$ cat src/include/dtmf_pkg.sv
// Package for the dual-tone transceiver control block: timing, codes, tone tables.
// Assumes a 250 MHz system clock; all times given in microseconds.
package dtmf_pkg;
  // System clock rate
  localparam int CLK_MHZ = 250;
  // Receiver tone and pause limits (us)
  localparam int TONE_DETECT_US = 40000;
  localparam int TONE_REJECT_US = 20000;
  localparam int PAUSE_DETECT_US = 40000;
  localparam int PAUSE_BRIDGE_US = 20000;
  // Call progress limits (us)
  localparam int CP_ON_DETECT_US = 40000;
  localparam int CP_ON_REJECT_US = 10000;
  localparam int CP_OFF_DETECT_US = 40000;
  localparam int CP_OFF_BRIDGE_US = 20000;
  // Least times round up to whole cycles
  localparam int TONE_DETECT_CYC = TONE_DETECT_US * CLK_MHZ;
  localparam int PAUSE_DETECT_CYC = PAUSE_DETECT_US * CLK_MHZ;
  localparam int CP_ON_DETECT_CYC = CP_ON_DETECT_US * CLK_MHZ;
  localparam int CP_OFF_DETECT_CYC = CP_OFF_DETECT_US * CLK_MHZ;
  // Digit code values
  localparam logic [3:0] CODE_ZERO = 4'hA;
  localparam logic [3:0] CODE_STAR = 4'hB;
  localparam logic [3:0] CODE_HASH = 4'hC;
  localparam logic [3:0] CODE_NONE = 4'h0;
  // Reset values
  localparam logic [3:0] RX_CODE_RST = 4'h0;
  localparam logic [1:0] SEL_RST = 2'h0;
  // Low group tones (Hz), row 0..3
  localparam int ROW_HZ [4] = '{697, 770, 852, 941};
  // High group tones (Hz), column 0..3
  localparam int COL_HZ [4] = '{1209, 1336, 1477, 1633};
  // Phase accumulator width of the tone generator
  localparam int PHASE_W = 32;
endpackage

$ cat src/include/dur_if.sv
// Interface carrying one duration-qualifier channel between top and filter.
// Assumes both ends share clk and resetn.
`timescale 1ns/100ps
interface dur_if;
  logic raw;      // Unfiltered activity level
  logic qual;     // Qualified level
  logic rising;   // Start of raw activity seen
  modport filt(input raw, output qual, output rising);
  modport user(output raw, input qual, input rising);
endinterface
$ cat src/hdl/dtmf_transceiver_control.sv
// Digital control of a dual-tone transceiver: receiver timing, generator, call progress.
// Assumes tone detectors upstream give per-row/column levels and band energy, synchronous.
`timescale 1ns/100ps
module dtmf_transceiver_control #(
  parameter bit HAS_EARLY = 1'b1,
  parameter bit HAS_CALL_PROGRESS = 1'b1,
  parameter int TONE_CYC = dtmf_pkg::TONE_DETECT_CYC,
  parameter int PAUSE_CYC = dtmf_pkg::PAUSE_DETECT_CYC,
  parameter int CP_ON_CYC = dtmf_pkg::CP_ON_DETECT_CYC,
  parameter int CP_OFF_CYC = dtmf_pkg::CP_OFF_DETECT_CYC
) (
  // Clock, reset and enable
  input wire logic clk,
  input wire logic resetn,
  input wire logic ce,
  // Receiver tone detector levels
  input wire logic [3:0] rowDet,
  input wire logic [3:0] colDet,
  // Receiver output enable and outputs
  input wire logic digit_out_enable_n,
  output logic [3:0] rx_code_out,
  output logic rxCodeOutEn_n,
  output logic digit_valid,
  output logic early_detect,
  // Generator control
  input wire logic [3:0] gen_code_in,
  input wire logic latch,
  input wire logic genReset,
  output logic tone_out,
  output logic toneActive,
  output logic [1:0] toneRowSel,
  output logic [1:0] toneColSel,
  // Call progress
  input wire logic bandEnergy,
  output logic call_progress_out
);
  // Map row/column onto the shared digit code
  function automatic logic [3:0] rc_to_code(input logic [1:0] r, input logic [1:0] c);
    logic [3:0] code;
    code = dtmf_pkg::CODE_NONE;
    if (c == 2'h3) begin
      code = 4'hD + {2'h0, r};                 // A B C give D E F; D wraps to zero
    end else if (r == 2'h3) begin
      case (c)
        2'h0: code = dtmf_pkg::CODE_STAR;
        2'h1: code = dtmf_pkg::CODE_ZERO;
        default: code = dtmf_pkg::CODE_HASH;
      endcase
    end else begin
      code = 4'(({2'h0, r} * 4'h3) + {2'h0, c} + 4'h1);
    end
    return code;
  endfunction

  // Inverse of rc_to_code for the generator
  function automatic logic [3:0] code_to_rc(input logic [3:0] code);
    logic [3:0] rc;
    rc = 4'h0;
    if (code >= 4'h1 && code <= 4'h9) begin
      rc = {2'(4'(code - 4'h1) / 4'h3), 2'(4'(code - 4'h1) % 4'h3)};
    end else if (code == dtmf_pkg::CODE_ZERO) begin
      rc = 4'hD;
    end else if (code == dtmf_pkg::CODE_STAR) begin
      rc = 4'hC;
    end else if (code == dtmf_pkg::CODE_HASH) begin
      rc = 4'hE;
    end else begin
      rc = {2'(4'(code - 4'hD)), 2'h3}; // A B C, and 0 selects column 3 row 3
    end
    return rc;
  endfunction

  // One-hot to index; also flags exactly one bit set
  function automatic logic [2:0] onehot_idx(input logic [3:0] v);
    logic [2:0] r;
    r = 3'h0;
    case (v)
      4'h1: r = 3'h4;
      4'h2: r = 3'h5;
      4'h4: r = 3'h6;
      4'h8: r = 3'h7;
      default: r = 3'h0;
    endcase
    return r;
  endfunction

  // Receiver pair decode
  logic [2:0] rowIdx;
  logic [2:0] colIdx;
  logic pairPresent;   // Exactly one row and one column
  logic [3:0] pairCode;
  assign rowIdx = onehot_idx(rowDet);
  assign colIdx = onehot_idx(colDet);
  assign pairPresent = rowIdx[2] & colIdx[2];
  assign pairCode = rc_to_code(rowIdx[1:0], colIdx[1:0]);

  // Tone duration qualifier
  dur_if toneCh ();
  assign toneCh.raw = pairPresent;
  dur_filter #(.ON_CYC(TONE_CYC), .OFF_CYC(PAUSE_CYC)) toneFilt (
    .clk(clk),
    .resetn(resetn),
    .ce(ce),
    .ch(toneCh)
  );

  // Receiver state: one-hot
  typedef enum logic [2:0] {
    RX_IDLE = 3'b001,
    RX_HOLD = 3'b010,
    RX_PAUSE = 3'b100
  } rx_state_t;
  rx_state_t rxState;
  logic [3:0] heldCode;  // Code captured while the pair is being timed

  // Track code during the pair, publish after qualification
  always_ff @(posedge clk or negedge resetn) begin
    if (!resetn) begin
      heldCode <= dtmf_pkg::RX_CODE_RST;
    end else if (ce && pairPresent) begin
      heldCode <= pairCode;
    end
  end

  // Digit publication sequence
  always_ff @(posedge clk or negedge resetn) begin
    if (!resetn) begin
      rxState <= RX_IDLE;
      rx_code_out <= dtmf_pkg::RX_CODE_RST;
      digit_valid <= 1'b0;
    end else if (ce) begin
      case (rxState)
        RX_IDLE: begin
          if (toneCh.qual) begin
            rx_code_out <= heldCode;
            digit_valid <= 1'b1;
            rxState <= RX_HOLD;
          end
        end
        RX_HOLD: begin
          // Gaps shorter than the pause time never drop qual
          if (!toneCh.qual) begin
            rx_code_out <= dtmf_pkg::RX_CODE_RST;
            digit_valid <= 1'b0;
            rxState <= RX_PAUSE;
          end
        end
        RX_PAUSE: begin
          rxState <= RX_IDLE;
        end
        default: rxState <= RX_IDLE;
      endcase
    end
  end

  // Readers must gate on digit_valid; code is zero otherwise
  assign rxCodeOutEn_n = digit_out_enable_n;

  // Early flag: raw activity edge sets, raw pause clears
  always_ff @(posedge clk or negedge resetn) begin
    if (!resetn) begin
      early_detect <= 1'b0;
    end else if (ce) begin
      if (!HAS_EARLY) begin
        early_detect <= 1'b0;
      end else if (toneCh.rising) begin
        early_detect <= 1'b1;
      end else if (!pairPresent) begin
        early_detect <= 1'b0;
      end
    end
  end

  // Generator latch edge history
  logic latchDly;
  logic latchFall;
  assign latchFall = latchDly & ~latch;

  always_ff @(posedge clk or negedge resetn) begin
    if (!resetn) begin
      latchDly <= 1'b0;
    end else if (ce) begin
      latchDly <= latch;
    end
  end

  // Generator capture and enable; reset outranks latch
  always_ff @(posedge clk or negedge resetn) begin
    if (!resetn) begin
      toneActive <= 1'b0;
      toneRowSel <= dtmf_pkg::SEL_RST;
      toneColSel <= dtmf_pkg::SEL_RST;
    end else if (ce) begin
      if (genReset) begin
        toneActive <= 1'b0;
      end else if (latchFall) begin
        {toneRowSel, toneColSel} <= code_to_rc(gen_code_in);
        toneActive <= 1'b1;
      end
    end
  end

  // Phase steps per tone; XOR of the two square waves stands in for the analog pair
  localparam longint PH_SCALE = longint'(1) << dtmf_pkg::PHASE_W;
  logic [dtmf_pkg::PHASE_W-1:0] rowStep [4];
  logic [dtmf_pkg::PHASE_W-1:0] colStep [4];
  for (genvar i = 0; i < 4; i++) begin : g_steps
    assign rowStep[i] = dtmf_pkg::PHASE_W'(longint'(dtmf_pkg::ROW_HZ[i]) * PH_SCALE
                        / (longint'(dtmf_pkg::CLK_MHZ) * 1000000));
    assign colStep[i] = dtmf_pkg::PHASE_W'(longint'(dtmf_pkg::COL_HZ[i]) * PH_SCALE
                        / (longint'(dtmf_pkg::CLK_MHZ) * 1000000));
  end

  logic [dtmf_pkg::PHASE_W-1:0] rowPhase;
  logic [dtmf_pkg::PHASE_W-1:0] colPhase;

  // Tone synthesis: phase restarts at zero while silent
  always_ff @(posedge clk or negedge resetn) begin
    if (!resetn) begin
      rowPhase <= '0;
      colPhase <= '0;
      tone_out <= 1'b0;
    end else if (ce) begin
      if (!toneActive) begin
        rowPhase <= '0;
        colPhase <= '0;
        tone_out <= 1'b0;
      end else begin
        rowPhase <= rowPhase + rowStep[toneRowSel];
        colPhase <= colPhase + colStep[toneColSel];
        tone_out <= rowPhase[dtmf_pkg::PHASE_W-1] ^ colPhase[dtmf_pkg::PHASE_W-1];
      end
    end
  end

  // Call progress cadence qualifier
  dur_if cpCh ();
  assign cpCh.raw = HAS_CALL_PROGRESS & bandEnergy;
  dur_filter #(.ON_CYC(CP_ON_CYC), .OFF_CYC(CP_OFF_CYC)) cpFilt (
    .clk(clk),
    .resetn(resetn),
    .ce(ce),
    .ch(cpCh)
  );

  // Registered cadence output tracks qualified energy
  always_ff @(posedge clk or negedge resetn) begin
    if (!resetn) begin
      call_progress_out <= 1'b0;
    end else if (ce) begin
      call_progress_out <= cpCh.qual;
    end
  end
endmodule

$ cat src/hdl/dur_filter.sv
// Duration qualifier: a level must persist for a set time before the output moves.
// Assumes raw input synchronous to clk; counts are cycles of clk.
`timescale 1ns/100ps
module dur_filter #(
  parameter int ON_CYC = 10000000,
  parameter int OFF_CYC = 10000000
) (
  // Clock, reset and enable
  input wire logic clk,
  input wire logic resetn,
  input wire logic ce,
  // Channel
  dur_if.filt ch
);
  localparam int CW = $clog2((ON_CYC > OFF_CYC ? ON_CYC : OFF_CYC) + 1);
  localparam logic [CW-1:0] ON_LIM = CW'(ON_CYC - 1);
  localparam logic [CW-1:0] OFF_LIM = CW'(OFF_CYC - 1);

  logic [CW-1:0] cnt; // Cycles the raw level has disagreed with output
  logic qual;         // Qualified level
  logic rawDly;       // Raw delayed by one cycle

  // Disagreement timer: short blips or gaps restart it, so they never pass
  always_ff @(posedge clk or negedge resetn) begin
    if (!resetn) begin
      cnt <= '0;
      qual <= 1'b0;
    end else if (ce) begin
      if (ch.raw == qual) begin
        cnt <= '0;
      end else if (!qual && cnt == ON_LIM) begin
        qual <= 1'b1;
        cnt <= '0;
      end else if (qual && cnt == OFF_LIM) begin
        qual <= 1'b0;
        cnt <= '0;
      end else begin
        cnt <= cnt + CW'(1);
      end
    end
  end

  // Edge history for the start-of-activity pulse
  always_ff @(posedge clk or negedge resetn) begin
    if (!resetn) begin
      rawDly <= 1'b0;
    end else if (ce) begin
      rawDly <= ch.raw;
    end
  end

  assign ch.qual = qual;
  assign ch.rising = ch.raw & ~rawDly;
endmodule

$ cat config.mk
export PLATFORM = sky130hd
export DESIGN_NAME = dtmf_transceiver_control
export DESIGN_NICKNAME = d
export VERILOG_FILES = /design/src/include/dtmf_pkg.sv /design/src/include/dur_if.sv /design/src/hdl/dtmf_transceiver_control.sv /design/src/hdl/dur_filter.sv
export SDC_FILE = /design/constraint.sdc
export NUM_CORES = 1
export LEC_CHECK = 0
export BUFFER_PORTS_ARGS = -buffer_cell sky130_fd_sc_hd__buf_2
export CORE_UTILIZATION = 40
export CTS_BUF_LIST = sky130_fd_sc_hd__clkbuf_16
export CTS_CLUSTER_DIAMETER = 120
export CTS_CLUSTER_SIZE = 28
export DETAILED_ROUTE_END_ITERATION = 8
export GPL_ROUTABILITY_DRIVEN = 1
export SYNTH_ARGS = -nofsm -noshare
export SYNTH_HDL_FRONTEND = slang
export SYNTH_SLANG_ARGS = --single-unit
$ cat constraint.sdc
create_clock -name clk -period 6.5 [get_ports clk]
set_input_delay 1.3 -clock clk [delete_from_list [all_inputs] [get_ports clk]]
set_output_delay 1.3 -clock clk [all_outputs]
set_load 0.05 [all_outputs]
==> results of run 1 <==
==> cell families after synthesis <==
kind of cell             after synthesis  synth area share
flip-flops                           135            0.4030
AO/OA/AOI/OAI                        235            0.1859
buffers and inverters                 81           0.03864
XOR/XNOR                              63           0.06804
AND/OR/NAND/NOR                      349            0.2092
multiplexers                          17           0.02149
adder cells (fa/ha/maj)               47           0.07371
==> synth_stat cells, drive strengths merged, types with 5 or more instances <==
master and count:
inv 44, o211ai 13, nor3 16, or3 11
nor2b 10, buf 9, o22ai 5, and4 9
nand3 46, mux2 8, and3 18, nor4 5
nand2b 6, a211oi 10, xnor2 31, a31oi 14
mux2i 9, nand4 18, or4 12, xor2 32
o2bb2ai 18, a22o 9, a21o 7, o21ai 61
o31ai 13, clkbuf 27, ha 43, nor2 80
dfrtp 134, nand2 96, a21oi 54
==> layout make-up <==
type | instances | area (µm²) | share of cell area
multi-input cells | 711 | 4692 | 0.5030
clock buffers | 17 | 425.4 | 0.04560
repair buffers | 36 | 201.4 | 0.02159
inverters | 45 | 168.9 | 0.01811
clock inverters | 15 | 123.9 | 0.01328
flip-flops and latches | 135 | 3379 | 0.3623
well taps | 270 | 337.8 | 0.03621
==> path summary, 6_finish.rpt <==
path,endpoint,from,slack [ps]
max reg2reg,colPhase[13]$_DFFE_PN0P_,toneColSel[1]$_DFFE_PN0P_,3330
min in group asynchronous,rowPhase[26]$_DFFE_PN0P_,resetn,930
max,toneColSel[1]$_DFFE_PN0P_,gen_code_in[0],2730
min reg2reg,toneFilt.rawDly$_DFFE_PN0P_,toneFilt.rawDly$_DFFE_PN0P_,470
max in group asynchronous,colPhase[15]$_DFFE_PN0P_,resetn,4390
min,toneFilt.rawDly$_DFFE_PN0P_,toneFilt.rawDly$_DFFE_PN0P_,470
==> power groups by stage <==
| stage | Combinational (µW) | Clock, µW | Sequential (µW) |
|---|---|---|---|
| detailed placement | 870 | 0 | 1010 |
| global placement | 857 | 0 | 1010 |
| global route | 987 | 964 | 1010 |
| CTS | 876 | 927 | 999 |
| floorplan | 636 | 0 | 1040 |
| finish | 874 | 909 | 998 |
==> stage by stage <==
stage	utilization	std cells	setup slack (ps)	hold WS (ps)	area [µm²]
floorplan	-	927	2791	437.0	8386
global placement	0.4311	1197	2395	462.3	8780
detailed placement	0.4311	1197	2274	466.4	8780
CTS	0.4581	1229	2715	477.0	9329
global route	0.4581	1229	2339	484.5	9329
finish	0.4581	1229	2732	473.7	9329
==> worst register-to-register path, cell delays in order, from the launching register on <==
cell and delay (ps):
dfrtp_1 530, inv_1 200, ha_1 170, inv_1 40, ha_1 210, fa_1 420, a21oi_1 260, o22ai_1 200
or3_1 390, a2111oi_0 500, o2bb2ai_1 120
==> registers in the layout (all words and copies together) (netlist names) <==
signal and count:
latchDly 1, toneFilt.cnt 24, colPhase 31, heldCode 4, early_detect 1, cpFilt.ch.qual 1, digit_valid 1, rx_code_out 4
toneFilt.ch.qual 1, toneColSel 2, toneActive 1, tone_out 1, toneRowSel 2, cpFilt.cnt 24, call_progress_out 1, toneFilt.rawDly 1
rxState 3, rowPhase 32
==> metal layers <==
| metal | routed length (µm) | up-vias | GRT usage | share of wire |
|---|---|---|---|---|
| met1 | 9013 | 3275 | 0.2406 | 0.50 |
| met2 | 8278 | 71 | 0.2874 | 0.46 |
| li1 | - | 3399 | - | - |
| met3 | 447 | 14 | 0.03447 | 0.025 |
| met4 | 209 | 0 | 0.05469 | 0.012 |
| met5 | 0 | - | 0 | 0 |
==> impl_results.md, run 1 <==
- CORE AREA: ~20000 µm²
- Post-Syn Area: between 8000 and 9000 µm²
- Vias: just under 7000
- Post-cts repair resize count: 0
- Warnings, synthesis: 0
- Vias in the first global route: 6738
- Final hold violations: 0
- Routed vias/inst: approximately 5.5
- Leak pwr: between 0.004 and 0.005 µW
- Max incr delay on CP: roughly 320 ps
- Avg Inst Size Synth: 9.046 µm²
- Max-cap violations: 0
- Hold Crit Class: reg -> reg
- Leading area contributor after synthesis: dfrtp_1
- Nets: roughly 1000
- WL/cell: 14.60 µm
- Post-synth top flop: dfrtp_1
- Synth Register Bits: about 140
- Pre-Repair DR Iteration Count: 5
- CTS Buf Count: 17
- Highest fanout seen on the critical path: 10
- RSZ-0062 raised after global routing: false
- Largest net degree at the start of global routing: 90
- Sw frac: 0.3545
- Die footprint: between 20000 and 25000 µm²
- Clk root buf: clkbuf_16
- PD cells: slightly below 300 nW/µm²
- Slew margin rel.: 0.3800
- Asr flop ratio synth: 1.000
- Crit-path most repeated cell: ha_1
- WL final: approximately 18000 µm
- Overall Power: between 2000 and 3000 µW
- Initial Utilization: 0.4118
- Critical-path cell list: buf_2 > inv_1 > ha_1 > o21ai_0 > mux2_2 > o21ai_0 > ha_1 > inv_1 > ha_1 > o311ai_1 > xnor2_1 > ha_1 > nor3b_1 > a32o_1 > mux2i_1 > o31ai_1
- Hold buffers post-CTS: 0
- CTS Sinks: about 140
- Final Setup Violations: 0
- I/O pin count: 33
- Tcrit/Tclk final: 0.5798
- Post-synth top area share: 0.3999
- Post-route ant nets: 0
- Logic gate share of total power: 0.314
- Largest cells by area after synthesis: dfrtp_1 (40%), ha_1 (6.4%), nand2_1 (4.3%), nor2_1 (3.6%), o21ai_0 (3.6%)
- Clk_lat worst skew: 420 ps
- Die Span Y: between 100 and 150 µm
- Hold depth: 1
- Library cells used by synthesis: 71
- Initial antenna violation count: 0
- CTS tree: done
- Worst-path clk slew: ~50 ps
- 1st-iter DRT viols: 280
- Die W: around 150 µm
- Filler cells: just under 2000
- Clock Power Share: 0.327
- First-pass GRT wire length: around 32000 µm
- Buffers on Ports: 30
- Most frequent cells in the layout: dfrtp_1 (134), nand2_1 (96), nor2_1 (79), o21ai_0 (60), a21oi_1 (53)
- Post-CTS Setup Bufs: 0
- Worst EP required: between 6000 and 7000 ps
- Layout cells sized above 1: 0.09072
- Area Overhead vs Synth: 11.25%
- Seq/Total Area, Yosys: 0.4030
- Crit end category: register
- CP top delay family: adder cells
- Internal power: around 1800 µW
- Site Rows: 52
- Final min period: 3768 ps
- Remaining Overflow, GRT: 0
- H-tree levels: 4
- Routability cong.: 0.7876
- Final clock skew: 8.407 ps
- Setup TNS: 0 ps
- Instance count on the critical path: 16
- CP Buf/Inv Count: 3
- Highest achievable clock rate: roughly 0.27 GHz
- Sw power: a little under 1000 µW
- Status: complete, no violations
- Cells after synthesis: between 900 and 1000
- Antenna diodes: 0
- R2R depth: 10
- Most common cell after layout, fill and taps aside: dfrtp_1
- Syn Nets: about 1000
- Slowest-stage cell, CP: ha_1
- Worst-margin pin slew: 927.7 ps
- Final HPWL DP: 11980 µm
- Crit Path Category: in -> reg
- Slew Limit Fails: 0
- Worst setup SP type: primary input
- Post-synth EDFFs: 0
- DRC viols: 0
- Clock tree buffer depth: 2
- Part of the power in registers: 0.359
- GRT Total Usage: 0.1779
- Worst vdd ir: a little under 200 µV
- CP arrival: roughly 4100 ps
No activity file was read; power rests on OpenSTA's default activity.
==> inputs of run 2 (changes only) <==
==> constraint.sdc (replaced) <==
create_clock -name clk -period 3.78 [get_ports clk]
set_input_delay 0.756 -clock clk [delete_from_list [all_inputs] [get_ports clk]]
set_output_delay 0.756 -clock clk [all_outputs]
set_load 0.05 [all_outputs]
==> impl_results.md, run 2 (synthesized netlist as in run 1, its figures left out) <==
- Status: complete, no violations
- Clock Power Share: 0.341
- Remaining Overflow, GRT: 0
- GRT Total Usage: 0.1792
- Final min period: 3235 ps
- Sw frac: 0.3595
- Clk_lat worst skew: 430 ps
- Highest achievable clock rate: 0.3091 GHz
- Pre-Repair DR Iteration Count: 4
- Hold buffers post-CTS: 0
- Largest net degree at the start of global routing: 77
- Worst setup startpoint: gen_code_in[0]
- Initial Utilization: 0.4118
- Flip-flop count of the largest register after layout: 32
- Tcrit/Tclk final: 0.8558
- Worst-path clk slew: ~60 ps
- Sw power: approximately 1800 µW
- R2R depth: 10
- Logic gate share of total power: 0.312
- Setup TNS: 0 ps
- Worst EP required: 4090 ps
- Slew Limit Fails: 0
- Vias in the first global route: roughly 6600
- Post-Layout Cell Count: 1237
- Worst r2r src: toneRowSel[1]$_DFFE_PN0P_
- Multi-input logic area: approximately 4700 µm²
- Die footprint: 21550 µm²
- Final clock skew: around 11 ps
- Buffers on Ports: 30
- CTS tree: done
- Routed vias/inst: ~5.5
- Final hold violations: 0
- Worst-margin pin slew: ~750 ps
- Layout Utilization: 0.4633
- RSZ-0062 raised after global routing: false
- Site Rows: 52
- Final HPWL DP: between 10000 and 15000 µm
- I/O pin count: 33
- Antenna diodes: 0
- CTS Buf Count: 17
- Placed Cells incl. Taps: ~1200
- Nets: about 1000
- WL final: 18000 µm
- Highest fanout seen on the critical path: 10
- Worst setup SP type: primary input
- Clk root buf: clkbuf_16
- Die Span Y: about 150 µm
- CP arrival: roughly 3500 ps
- WL/cell: about 15 µm
- Die W: 146.8 µm
- Reg with most FFs: rowPhase
- First-pass GRT wire length: between 30000 and 40000 µm
- Layout cells sized above 1: 0.1044
- Area Overhead vs Synth: 12.50%
- Crit Path Category: in -> reg
- H-tree levels: 4
- Crit end category: register
- Most common cell after layout, fill and taps aside: dfrtp_1
- Slew margin rel.: 0.4974
- Biggest regs: rowPhase x32, colPhase x31
- PD cells: 520.3 nW/µm²
- Filler cells: just under 2000
- Routability cong.: between 0.8 and 0.9
- Post-cts repair resize count: 0
- Post-route ant nets: 0
- Initial antenna violation count: 0
- 1st-iter DRT viols: about 420
- Leak pwr: approximately 0.004 µW
- Internal power: 3144 µW
- Final Setup Violations: 0
- Register Area: 3379 µm²
- Clock tree buffer depth: 2
- Part of the power in registers: 0.347
- Most frequent cells in the layout: dfrtp_1 (134), nand2_1 (96), nor2_1 (79), o21ai_0 (60), a21oi_1 (53)
- Worst vdd ir: 329.4 µV
- CTS Sinks: ~140
- Max-cap violations: 0
- DRC viols: 0
- Vias: 6836
- Post-CTS Setup Bufs: 0
- Hold Crit Class: in -> async
- CORE AREA: just over 20000 µm²
- Overall Power: 4908 µW
==> run 2: cell types whose count changed in the layout (fill, tap and decap cells not counted), sizes merged <==
cell,change
buf,+8
clkinv,-4
clkinvlp,+2
inv,+2
==> run 2: power by group through the flow <==
stage               Sequential [µW]  Combinational (µW)  Clock, µW
global route                   1720                1730       1790
global placement               1730                1520          0
detailed placement             1730                1530          0
finish                         1700                1530       1680
CTS                            1700                1540       1720
floorplan                      1790                1090          0
==> run 2: path summary, 6_finish.rpt <==
path / slack [ps] / end
min in group clk: 470 / cpFilt.cnt[23]$_DFFE_PN0P_
min: 350 / rowPhase[27]$_DFFE_PN0P_
max in group asynchronous: 2560 / cpFilt.cnt[4]$_DFFE_PN0P_
max reg2reg: 760 / rowPhase[13]$_DFFE_PN0P_
min reg2reg: 470 / cpFilt.cnt[23]$_DFFE_PN0P_
max: 540 / toneColSel[1]$_DFFE_PN0P_
==> run 2: final cells by class <==
type | instances | share of cell area
Tap cell | 270 | 0.03581
Inverter | 45 | 0.01790
Multi-Input combinational cell | 711 | 0.4973
Clock inverter | 15 | 0.01790
Timing Repair Buffer | 44 | 0.02772
Clock buffer | 17 | 0.04509
Sequential cell | 135 | 0.3582
==> run 2: metal layers <==
| layer | global-route usage | up-vias | share of wire |
|---|---|---|---|
| met2 | 0.2858 | 84 | 0.46 |
| li1 | - | 3422 | - |
| met4 | 0.05000 | 0 | 0.0090 |
| met1 | 0.2451 | 3318 | 0.51 |
| met5 | 0 | - | 0 |
| met3 | 0.03820 | 12 | 0.027 |
==> run 2: worst max-delay path, stage by stage <==
cell and delay (ps):
buf_2 160, inv_1 100, ha_1 330, o21ai_0 130, mux2_2 290, o21ai_0 150
ha_1 160, inv_1 40, ha_1 190, o311ai_1 150, xnor2_1 170, ha_1 220
nor3b_1 180, a32o_1 230, mux2i_1 200, o31ai_1 80
==> run 2: per-stage QoR <==
stage / area, µm² / hold slack (ps) / setup slack, ps
6_report: 9434 / 345.2 / 545.0
5_1_grt: 9434 / 402.5 / 326.4
4_1_cts: 9434 / 376.3 / 539.2
3_5_place_dp: 8840 / 453.8 / 65.50
3_3_place_gp: 8840 / 461.9 / 233.1
2_1_floorplan: 8386 / 437.0 / 615.2
